`config.mk`:
```
export PLATFORM = sky130hd
export DESIGN_NAME = adc_sequence_control
export DESIGN_NICKNAME = d
export VERILOG_FILES = /design/src/logic/adc_sequence_control.v
export VERILOG_INCLUDE_DIRS = /design/src /design/src/logic
export SDC_FILE = /design/constraint.sdc
export NUM_CORES = 1
export LEC_CHECK = 0
export ABC_AREA = 1
export BUFFER_PORTS_ARGS = -buffer_cell sky130_fd_sc_hd__buf_2
export CAP_MARGIN = 20
export CORE_ASPECT_RATIO = 0.7
export CORE_UTILIZATION = 40
export DETAILED_ROUTE_END_ITERATION = 8
export GPL_TIMING_DRIVEN = 0
export PLACE_DENSITY = 0.7
export SLEW_MARGIN = 10
export SYNTH_ARGS = -nofsm -noshare
export SYNTH_HDL_FRONTEND = slang
export SYNTH_SLANG_ARGS = --single-unit
```
`constraint.sdc`:
```
create_clock -name REF_CLK -period 1.4 [get_ports REF_CLK]
set_input_delay 0.21 -clock REF_CLK [delete_from_list [all_inputs] [get_ports REF_CLK]]
set_output_delay 0.21 -clock REF_CLK [all_outputs]
set_load 0.005 [all_outputs]
```
`src/logic/adc_seq_defines.vh`:
```
/*
  register offsets, field positions and reset values of the
  converter sequence controller. assumes byte-wide register port.
*/
`ifndef ADC_SEQ_DEFINES_VH
`define ADC_SEQ_DEFINES_VH

// register offsets
`define OFS_LENGTH_FIFO    8'h63
`define OFS_CLOCK_RES      8'h64
`define OFS_SEQ_CTRL       8'h65
`define OFS_STATUS_SEQ     8'h66
`define OFS_STATUS_CONV    8'h67
`define OFS_RESULT_BASE    8'h70
`define OFS_RESULT_LAST    8'h7f

// reset values
`define RST_LENGTH_FIFO    8'h00
`define RST_CLOCK_RES      8'h01
`define RST_SEQ_CTRL       8'h00

// length_fifo_reg fields
`define BIT_SINGLE_CONV    3
`define BIT_FIFO_MODE      2
`define MSK_LENGTH_FIFO    8'h0f

// clock_resolution_reg fields
`define BIT_RES10          7
`define PRS_MSB            4
`define PRS_USED_MSB       2

// sequence_control_reg fields
`define BIT_EIGHT_CONV     6
`define BIT_SCAN           5
`define BIT_MULTI          4
`define BIT_SPECIAL        3
`define CHAN_MSB           2
`define MSK_SEQ_CTRL       8'h7f

// status field
`define BIT_SEQ_DONE       7

// sequence lengths less one
`define LEN_ONE            3'h0
`define LEN_FOUR           3'h3
`define LEN_EIGHT          3'h7

`endif

```
`src/logic/adc_sequence_control.v`:
```
/*
  sequence controller of an 8-channel successive-approximation
  converter: control register decode, conversion clock prescaler,
  channel stepping, result register file and completion flags.
  assumes the conversion machine runs on REF_CLK, takes one start
  pulse per conversion and answers with a one-cycle done pulse.
*/
// Decided for this implementation: the plain strobed port.
`timescale 1ns/10ps
`include "adc_seq_defines.vh"
`default_nettype none

// Function
// - prescale codes 0..7 divide by 2..16
// - control write aborts running sequence at once
// - control writes restart sequence, clear flags
// - eight bit wins, else single or four
// - normal mapping: result n to register n
// - fifo mapping continues across sequences, wraps
// - no scan: one sequence, flag, then idle
// - scan: flag then restart identical sequence
// - single channel mode repeats selected channel
// - multi channel mode increments channel code
// - channel code wraps from 7 to 0
// - special bit selects internal reference sources
// - special codes: high, low, midpoint references
// - channel code maps straight to input
// - modulus counter prs+1, then divide two
// - pointer zeroed around non-fifo sequences only
// - completion flag index equals result register
module adc_sequence_control #(
  parameter RES_W = 10
) (
  // clock and reset
  input  wire             REF_CLK,
  input  wire             RST_B,
  // register port
  input  wire [7:0]       ADDR,
  input  wire [7:0]       WDATA,
  input  wire             WR_STB,
  input  wire             RD_STB,
  output reg  [7:0]       RDATA,
  // conversion machine
  output wire             CONV_CLK_TICK,
  output wire             CONV_START,
  output wire             CONV_ABORT,
  output reg  [2:0]       CONV_CHANNEL,
  output reg              CONV_SPECIAL,
  output wire             CONV_RES10,
  input  wire             CONV_DONE,
  input  wire [RES_W-1:0] CONV_RESULT,
  // status
  output wire             SEQ_BUSY,
  output wire             SEQ_COMPLETE
);

  // sequencer states: idle waits for a control write, start issues
  // one conversion request, wait holds until the machine answers
  localparam ST_IDLE  = 2'h0;
  localparam ST_START = 2'h1;
  localparam ST_WAIT  = 2'h2;

  // control registers
  reg  [7:0]       len_fifo_q;
  reg  [7:0]       clk_res_q;
  reg  [7:0]       seq_ctrl_q;

  // sequencer state and its next values
  reg  [1:0]       state_q;
  reg  [1:0]       state_d;
  reg  [2:0]       ptr_q;
  reg  [2:0]       ptr_d;
  reg  [2:0]       pos_q;
  reg  [2:0]       pos_d;
  reg  [2:0]       chan_d;

  // completion flags
  reg              seq_flag_q;
  reg              seq_flag_d;
  reg  [7:0]       conv_flags_q;
  reg  [7:0]       conv_flags_d;

  // conversion clock prescaler
  reg  [4:0]       pre_cnt_q;
  reg              half_q;

  // result file and read path
  reg  [15:0]      result_q [0:7];
  reg  [7:0]       rdata_d;
  reg  [2:0]       seq_last;
  reg  [3:0]       res_idx;

  // register port decode
  wire             wr_len   = WR_STB && (ADDR == `OFS_LENGTH_FIFO);
  wire             wr_clk   = WR_STB && (ADDR == `OFS_CLOCK_RES);
  wire             wr_seq   = WR_STB && (ADDR == `OFS_SEQ_CTRL);
  wire             restart  = wr_clk || wr_seq;

  // decoded control fields
  wire             fifo_on  = len_fifo_q[`BIT_FIFO_MODE];
  wire             scan_on  = seq_ctrl_q[`BIT_SCAN];
  wire             multi_on = seq_ctrl_q[`BIT_MULTI];
  wire [2:0]       chan_cfg = seq_ctrl_q[`CHAN_MSB:0];

  // prescaler and sequencer conditions
  wire [4:0]       prescale_value      = {2'h0, clk_res_q[`PRS_USED_MSB:0]};
  wire             pre_wrap = (pre_cnt_q == prescale_value);
  wire             done_ok  = (state_q == ST_WAIT) && CONV_DONE && !restart;
  wire             last_one = (pos_q == seq_last);

  // sequence length, eight-conversion bit dominates
  always @* begin
    if (seq_ctrl_q[`BIT_EIGHT_CONV]) begin
      seq_last = `LEN_EIGHT;
    end else if (len_fifo_q[`BIT_SINGLE_CONV]) begin
      seq_last = `LEN_ONE;
    end else begin
      seq_last = `LEN_FOUR;
    end
  end

  // control registers; length and sequence bits that do not exist never store, the clock register stores all eight
  always @(posedge REF_CLK or negedge RST_B) begin
    if (!RST_B) begin
      len_fifo_q <= `RST_LENGTH_FIFO;
      clk_res_q  <= `RST_CLOCK_RES;
      seq_ctrl_q <= `RST_SEQ_CTRL;
    end else begin
      if (wr_len) begin
        len_fifo_q <= WDATA & `MSK_LENGTH_FIFO;
      end
      if (wr_clk) begin
        clk_res_q <= WDATA;
      end
      if (wr_seq) begin
        seq_ctrl_q <= WDATA & `MSK_SEQ_CTRL;
      end
    end
  end

  // prescaler: modulus counter of prs+1 then a divide by two;
  // only the three low code bits count, upper codes are not for use;
  // the code is not checked against the bus clock rate, software
  // keeps the conversion clock inside its legal band
  always @(posedge REF_CLK or negedge RST_B) begin
    if (!RST_B) begin
      pre_cnt_q <= 5'h00;
      half_q    <= 1'b0;
    end else if (restart) begin
      pre_cnt_q <= 5'h00; // restart keeps the first period full
      half_q    <= 1'b0;
    end else if (pre_wrap) begin
      pre_cnt_q <= 5'h00;
      half_q    <= ~half_q;
    end else begin
      pre_cnt_q <= pre_cnt_q + 5'h01;
    end
  end

  // one tick per conversion clock period: 2*(code+1) REF_CLK cycles
  assign CONV_CLK_TICK = pre_wrap && half_q;

  // sequencer next state; a control write wins over a same-cycle done,
  // so a result of an abandoned sequence never sets a flag
  always @* begin
    state_d      = state_q;
    ptr_d        = ptr_q;
    pos_d        = pos_q;
    chan_d       = CONV_CHANNEL;
    seq_flag_d   = seq_flag_q;
    conv_flags_d = conv_flags_q;
    if (restart) begin
      state_d      = ST_START;
      pos_d        = 3'h0;
      seq_flag_d   = 1'b0;
      conv_flags_d = 8'h00;
      chan_d       = wr_seq ? WDATA[`CHAN_MSB:0] : chan_cfg;
      if (!fifo_on) begin
        ptr_d = 3'h0;
      end
    end else begin
      case (state_q)
        ST_IDLE: begin
          state_d = ST_IDLE;
        end
        ST_START: begin
          state_d = ST_WAIT;
        end
        ST_WAIT: begin
          if (CONV_DONE) begin
            // flag index follows the pointer, so fifo flags track registers
            conv_flags_d[ptr_q] = 1'b1;
            ptr_d = ptr_q + 3'h1;
            pos_d = pos_q + 3'h1;
            if (multi_on) begin
              chan_d = CONV_CHANNEL + 3'h1;
            end
            state_d = ST_START;
            if (last_one) begin
              seq_flag_d = 1'b1;
              pos_d      = 3'h0;
              chan_d     = chan_cfg;
              if (!fifo_on) begin
                ptr_d = 3'h0;
              end
              if (!scan_on) begin
                state_d = ST_IDLE;
              end
            end
          end
        end
        default: begin
          state_d = ST_IDLE;
        end
      endcase
    end
  end

  // sequencer registers
  always @(posedge REF_CLK or negedge RST_B) begin
    if (!RST_B) begin
      state_q      <= ST_IDLE;
      ptr_q        <= 3'h0;
      pos_q        <= 3'h0;
      CONV_CHANNEL <= 3'h0;
      CONV_SPECIAL <= 1'b0;
      seq_flag_q   <= 1'b0;
      conv_flags_q <= 8'h00;
    end else begin
      state_q      <= state_d;
      ptr_q        <= ptr_d;
      pos_q        <= pos_d;
      CONV_CHANNEL <= chan_d;
      seq_flag_q   <= seq_flag_d;
      conv_flags_q <= conv_flags_d;
      if (wr_seq) begin
        CONV_SPECIAL <= WDATA[`BIT_SPECIAL];
      end
    end
  end

  // result file, one word per register; index is the pointer
  // the store is blocked in the cycle of a control write, so an
  // abandoned sequence never overwrites a result
  genvar gi;
  generate
    for (gi = 0; gi < 8; gi = gi + 1) begin : g_res
      always @(posedge REF_CLK or negedge RST_B) begin
        if (!RST_B) begin
          result_q[gi] <= 16'h0000;
        end else if (done_ok && (ptr_q == gi)) begin
          result_q[gi] <= {CONV_RESULT, {(16-RES_W){1'b0}}};
        end
      end
    end
  endgenerate

  // read mux; results left justified, high byte at even offset
  always @* begin
    res_idx = ADDR[3:0];
    rdata_d = 8'h00;
    if (ADDR == `OFS_LENGTH_FIFO) begin
      rdata_d = len_fifo_q;
    end else if (ADDR == `OFS_CLOCK_RES) begin
      rdata_d = clk_res_q;
    end else if (ADDR == `OFS_SEQ_CTRL) begin
      rdata_d = {1'b0, seq_ctrl_q[6:0]};
    end else if (ADDR == `OFS_STATUS_SEQ) begin
      // sequence flag on top, result pointer below
      rdata_d = {seq_flag_q, 4'h0, ptr_q};
    end else if (ADDR == `OFS_STATUS_CONV) begin
      rdata_d = conv_flags_q;
    end else if ((ADDR >= `OFS_RESULT_BASE) && (ADDR <= `OFS_RESULT_LAST)) begin
      rdata_d = res_idx[0] ? result_q[res_idx[3:1]][7:0]
                           : result_q[res_idx[3:1]][15:8];
    end
  end

  // read data stands only in the cycle after the strobe
  // zero elsewhere, so several slaves can share one or-ed read bus
  always @(posedge REF_CLK or negedge RST_B) begin
    if (!RST_B) begin
      RDATA <= 8'h00;
    end else if (RD_STB) begin
      RDATA <= rdata_d;
    end else begin
      RDATA <= 8'h00;
    end
  end

  // machine handshake; abort cuts off a conversion in flight
  // start is masked in the cycle of a control write: that request
  // would belong to the sequence that is being abandoned
  assign CONV_START   = (state_q == ST_START) && !restart;
  assign CONV_ABORT   = restart && (state_q != ST_IDLE);
  assign CONV_RES10   = clk_res_q[`BIT_RES10];
  assign SEQ_BUSY     = (state_q != ST_IDLE);
  assign SEQ_COMPLETE = seq_flag_q;

endmodule
`default_nettype wire

```
==> Word level (Yosys, flattened, before mapping) <==
Cells that the tools add are included.
{ "classes": {"reduce_logical": 31, "mux": 47, "n_addsub": 4, "n_eq_ne": 18, "order_cmp": 5, "n_bitwise": 3} }
{ "ops": {"columns": ["operator", "count"], "rows": [
  ["8-bit 2-to-1 mux", 11],
  ["3-bit 2-to-1 mux", 17],
  ["16-bit binary-select mux with 3-bit select", 1],
  ["8-bit by 7-bit == test with 1-bit output, second input constant", 5],
  ["16-bit 2-to-1 mux", 2],
  ["1-bit logical AND", 18],
  ["3-bit == test, second input constant", 4],
  ["5-bit 2-to-1 mux", 2],
  ["2-bit nonzero test", 5],
  ["3-bit by 1-bit adder with 3-bit output, second input constant", 3],
  ["1-bit 2-to-1 mux", 9],
  ["3-bit AND reduction", 3],
  ["8-bit by 7-bit greater-or-equal comparator with 1-bit output, second input constant", 1],
  ["8-bit by 7-bit less-or-equal comparator with 1-bit output, second input constant", 1],
  ["8-bit bitwise OR", 1],
  ["3-bit by 2-bit == test with 1-bit output, second input constant", 2],
  ["2-bit 2-to-1 mux", 3],
  ["5-bit by 1-bit adder with 5-bit output, second input constant", 1],
  ["5-bit by 3-bit == test with 1-bit output", 1],
  ["4-bit greater-or-equal comparator, second input constant", 1],
  ["3-bit by 4-bit < comparator with 1-bit output, second input constant", 1],
  ["3-bit inverter with 4-bit output", 1],
  ["2-bit one-hot mux with 2 select lines", 1],
  ["1-bit demux with 3-bit select", 1],
  ["other kinds (13)", 13]
]} }
{ "word_totals": {"inputBits": 31, "ff_bits": 134, "word_cells": 129, "output_inout_bits": 18} }

==> Logic depth before layout (Yosys ltp) <==
{ "logic_depth": {"word_depth": 12, "mapped_depth": 15, "ltp_nobuf": 13} }

==> Worst setup path before layout <==
Ideal clock, no wire load.
{ "synth_timing": {"path_type": "input -> register", "start": "in ADDR[1]", "end": "reg CONV_CHANNEL[0]", "required_time_ns": 1.283, "setup_time_ns": 0.117, "cell_stages": 12, "path_buffers": 2, "t_arrival_ns": 1.281, "slack_ns": 0.001, "path_cell_list": "buf_2 > inv_2 > nand2_2 > nor2_4 > nand2_2 > buf_6 > nand2_1 > inv_2 > a21oi_4 > inv_2 > nand2_1 > nand2_1"} }
{ "synth_via": {"elab_chain_len": 5, "word_cells_on_any_way": 11, "classes_between": "eq/ne (2); mux (2); reduce/logical (7)"} }
{ "synth_lines": {"columns": ["item", "line", "text"], "rows": [
  ["from (decl)", "adc_sequence_control.v:38", "input wire [7:0] ADDR,"],
  ["8-bit by 7-bit == test with 1-bit output (no source line)", null, null],
  ["1-bit logical AND, on equally long branches", "adc_sequence_control.v:95, adc_sequence_control.v:96", null],
  ["1-bit logical OR", "adc_sequence_control.v:97", "wire restart = wr_clk || wr_seq;"],
  ["3-bit nonzero test (no source line) / 2-bit nonzero test (equally long branches)", null, null],
  ["3-bit AND reduction (no source line)", null, null],
  ["to (signal assigned)", "adc_sequence_control.v:233", "CONV_CHANNEL <= chan_d;"],
  ["to (decl)", "adc_sequence_control.v:47", "output reg [2:0] CONV_CHANNEL,"]
]} }
Parallel ways exist; a longest one is shown, timed or not.
A chain may end at the register's enable or synchronous reset.

==> Final worst setup path <==
{ "layout_timing": {"start": "reg clk_res_q[0]", "end": "out CONV_CLK_TICK"} }
{ "layout_via": {"elab_chain_len": 2} }
{ "layout_lines": {"columns": ["item", "line", "text"], "rows": [
  ["from (decl)", "adc_sequence_control.v:65", "reg [7:0] clk_res_q;"],
  ["from (signal assigned)", "adc_sequence_control.v:126", "clk_res_q <= `RST_CLOCK_RES;"],
  ["5-bit by 3-bit == test with 1-bit output", "adc_sequence_control.v:107", "wire pre_wrap = (pre_cnt_q == prescale_value);"],
  ["1-bit logical AND", "adc_sequence_control.v:161", "assign CONV_CLK_TICK = pre_wrap && half_q;"],
  ["to (decl)", "adc_sequence_control.v:44", "output wire CONV_CLK_TICK,"]
]} }
No other way between the ends.

==> impl.org <==
** Cells and area
- Cells fill a little under three fifths of the core in the end.
- Net total in the final layout :: 1,000
- Leaving out fill and tap cells, the most frequent cell in the layout is sky130_fd_sc_hd__nand2_1.
- Ratio of cells with drive above 1 in the final layout :: roughly a third
- The library cells used most frequently in the layout, excluding fill and tap cells, are sky130_fd_sc_hd__nand2_1, sky130_fd_sc_hd__dfrtp_1, sky130_fd_sc_hd__inv_1.
- Final standard cell count with taps included and fillers excluded :: about 1,200
- The filler cells instantiated in the layout total roughly 1,300.
- The finished cells cover ~0.009 sq mm.
- Relative to the synthesized area, the layout overhead comes to 37.5%.
- Diodes inserted :: 0

** Floorplanning
- From left edge to right edge, the die measures roughly 150 um.
- In this run the standard cell core region covers ~0.016 sq mm.
- The initial utilization of the core area, before any placement, comes to 41.5%.
- Die outline area :: between 0.015 and 0.02 sq mm
- Boundary Pins :: slightly below 50
- The floorplan has 38 rows.
- From bottom edge to top edge, the die measures 109 um.

** Synth
- EDFF count, synth :: 0
- Ys Warns :: 0
- Summed instance area of the synthesized netlist :: around 0.0065 sq mm
- Register area share after synthesis :: 51.0%
- Counting flops and latches in the post-synthesis netlist gives ~130.
- Number of distinct library cell variants in the gate-level netlist after synthesis :: 30
- In the synthesized netlist, the number of instances is approximately 840.
- The average instance in the mapped netlist occupies a little under 8 sq um.
- Post-synthesis async set-or-reset flop share :: 100%
- Among all flip-flop cells after synthesis, the most frequent one is sky130_fd_sc_hd__dfrtp_1.
- Number of nets in the synthesized netlist :: approximately 900

** Power and ir drop
- In this run the power density over the cells is about 1500 mW/mm^2.
- The worst-case IR drop observed on VDD is between 700 and 800 uV.
- Leakage power total :: 4.41 nW
- Total power consumption of the routed design :: 13.5 mW

** CTS
- The number of clock buffers added by TritonCTS is 17.
- The H-tree generated during clock tree synthesis spans 4 levels.
- Clock sink count :: around 130
- TritonCTS built the clock tree.
- Root buffer cell :: sky130_fd_sc_hd__clkbuf_16
- The clock passes through at most 2 buffers.
- At the later pin of the worst-skew pair, clock insertion delay measures 430 ps.
- After clock tree synthesis, the clock-pin slew on the worst setup and hold paths is 60 ps.

** Global routing
- The first global-routing pass estimated 30,700 um of wire.
- Vias in the first global route :: roughly 5,700
- The total overflow left after global routing is 0.
- Total Routing Usage GR :: about a quarter
- The initial antenna violation count is 0.
- Maximum number of pins on one net before global-route repair :: 74

** Setup path
- Across all register-to-register paths, the minimum setup slack is -190 ps.
- Data arrival at the endpoint of the critical path :: roughly 1600 ps
- Largest fanout on the critical path :: 2
- Slowest stage cell, crit path :: sky130_fd_sc_hd__dfstp_2
- Walking the worst path, the cells encountered are xor2_2 > nor4_4 > nand2_1 > inv_2 > buf_6.
- Crit path launch type :: flop
- The setup path with the least slack is of type reg -> out.
- Crit path largest cell delay :: about 550 ps
- STA classifies the critical path endpoint as an output port.
- Data on the critical path is required at its endpoint by roughly 1200 ps.

** Routing
- Highest metal used :: met4
- Count of vias placed by the detailed router :: 6,434
- After detailed routing, the number of remaining DRC violations is 0.
- Met3 WL post-DR :: approximately 2100 um
- After detailed routing, the wire length on met1 is about 9700 um.
- In this run, the number of DRC markers left after iteration 0 of detailed routing was about 700.
- Once detail routing completed, the nets flagged for antenna violations numbered 0.
- After detailed routing, the average wire length per cell comes to about 18 um.
- Vias per std cell :: 5.39
- Final routed wirelength across all metal layers :: between 20,000 and 25,000 um
- The routed design uses 9250 um of met2 wire.
- The first detailed-routing pass ran for 7 iterations.

** Outcome
- Status :: complete, but fails checks
- The final reports fail on setup timing.

** Placement
- Routability-driven placement finished with a final weighted congestion of around 0.85.
- Half-perimeter wire length of the detailed placement result :: 12,300 um
- Placed inst area :: 0.00707 sq mm
- In this run the tool buffered the top-level ports with 47 buffer cells.
- # placed instances :: between 1,000 and 1,500

** Timing
- Shortest period the worst path allows :: 1810 ps
- Worst relative slew slack :: roughly 60%
- Setup repair after global routing missed its margin :: yes
- Setup total negative slack on the finished layout was measured at -10,700 ps.
- Worst path setup slack after routing :: -413 ps
- Hold violation count in the final report :: 0
- Worst clock skew :: about 9.3 ps
- Final period util :: 130%
- Total of endpoints with negative setup slack in the final report :: 89
- The number of max-slew violations in the final report was 0.
- Achievable frequency :: about 0.55 GHz
- For the pin with the worst max-slew slack, the measured transition is between 500 and 600 ps.

** Run
- Max-Cap Viols :: 0

** Min path
- In this run the worst hold path is classified as in -> reg.
[where the power goes]
part           switching, mW  internal (mW)
Sequential             0.701           4.68
Combinational           2.06           1.64
Clock                   1.84           2.63
Total                   4.60           8.95
[cell usage after synthesis, types with 2 or more instances]
cell type	instances	area [sq um]
sky130_fd_sc_hd__o21bai_1	2	15.0
sky130_fd_sc_hd__a21oi_1	19	95.1
sky130_fd_sc_hd__buf_4	7	52.6
sky130_fd_sc_hd__o21ai_0	113	566
sky130_fd_sc_hd__mux2_2	2	22.5
sky130_fd_sc_hd__inv_1	91	342
sky130_fd_sc_hd__nor3_1	3	15.0
sky130_fd_sc_hd__xor2_1	3	26.3
sky130_fd_sc_hd__xnor2_1	3	26.3
sky130_fd_sc_hd__nor2_4	3	33.8
sky130_fd_sc_hd__ha_1	9	113
sky130_fd_sc_hd__nand2_2	3	18.8
sky130_fd_sc_hd__nand2_1	294	1100
sky130_fd_sc_hd__inv_2	6	22.5
sky130_fd_sc_hd__dfrtp_1	132	3300
sky130_fd_sc_hd__nand3_1	56	280
sky130_fd_sc_hd__nor2_1	43	161
sky130_fd_sc_hd__buf_2	14	70.1
sky130_fd_sc_hd__o22ai_1	6	37.5
sky130_fd_sc_hd__clkbuf_1	11	41.3
sky130_fd_sc_hd__o21ai_1	8	40.0
sky130_fd_sc_hd__nand4_1	8	50.1
[kinds of logic (layout without fill, tap and decap cells)]
| family | after synthesis | after routing | share of synthesized area, % |
|---|---|---|---|
| AND/OR/NAND/NOR | 413 | 413 | 25.8 |
| AO/OA/AOI/OAI | 150 | 150 | 11.9 |
| flip-flops | 133 | 133 | 51.0 |
| buffers and inverters | 131 | 260 | 8.32 |
| adder cells (fa/ha/maj) | 9 | 9 | 1.73 |
| XOR/XNOR | 6 | 6 | 0.806 |
| multiplexers | 2 | 2 | 0.345 |
[per-stage QoR]
step,setup slack (ps),hold WS [ps]
final,-413,16.0
after floorplan,1.47,-85.6
after global placement,-1750,441
after CTS,-414,12.5
after global routing,-496,22.2
after detailed placement,-669,236
[final timing paths]
path / to / start / cells after the start
max in group asynchronous: RDATA[7]$_DFF_PN0_ / RST_B / 3
min in group asynchronous: result_q[47]$_DFFE_PN0P_ / RST_B / 2
setup / recovery: CONV_CLK_TICK / clk_res_q[0]$_DFFE_PN1P_ / 5
setup reg to reg: result_q[94]$_DFFE_PN0P_ / state_q[1]$_DFFE_PN0P_ / 10
hold / removal: seq_ctrl_q[4]$_DFFE_PN0N_ / WDATA[4] / 3
hold reg to reg: len_fifo_q[0]$_DFFE_PN0P_ / len_fifo_q[0]$_DFFE_PN0P_ / 2
[flip-flops by register name, summed over array words and instances (netlist names), 4 cells and up]
| register | count |
|---|---|
| seq_ctrl_q | 7 |
| RDATA | 8 |
| result_q | 80 |
| len_fifo_q | 4 |
| pre_cnt_q | 5 |
| conv_flags_q | 8 |
| clk_res_q | 8 |
[repair_timing]
item	in CTS	in global routing
endpoints found under the hold margin	59	0
gates cloned	8	3
pin swaps	17	24
resized for setup	112	254
hold buffers	1	0
buffers inserted	22	17
setup endpoints to repair	126	120
[layout make-up]
| class | instances | area, sq um | area share [%] |
|---|---|---|---|
| Buffer | 34 | 310 | 3.46 |
| Clock buffer | 17 | 425 | 4.74 |
| Clock inverter | 15 | 156 | 1.74 |
| Inverter | 97 | 390 | 4.35 |
| Multi-Input combinational cell | 580 | 3280 | 36.5 |
| Sequential cell | 133 | 3330 | 37.2 |
| Tap cell | 220 | 275 | 3.07 |
| Timing Repair Buffer | 96 | 795 | 8.86 |
| Timing Repair inverter | 1 | 7.51 | 0.0837 |
[metal layers]
layer | vias up | GRT usage (%)
li1 | 2934 | -
met1 | 3093 | 35.4
met2 | 359 | 33.9
met3 | 48 | 7.79
met4 | 0 | 8.06
met5 | - | 0
[worst max-delay path: cells and delay by family, from the launching register on]
family | cells | cell delay (ps)
flops | 1 | 550
xor+xnor | 1 | 80
buf+inv | 2 | 170
simple gates | 2 | 380
Note: power is estimated with default switching activity, not from simulation.
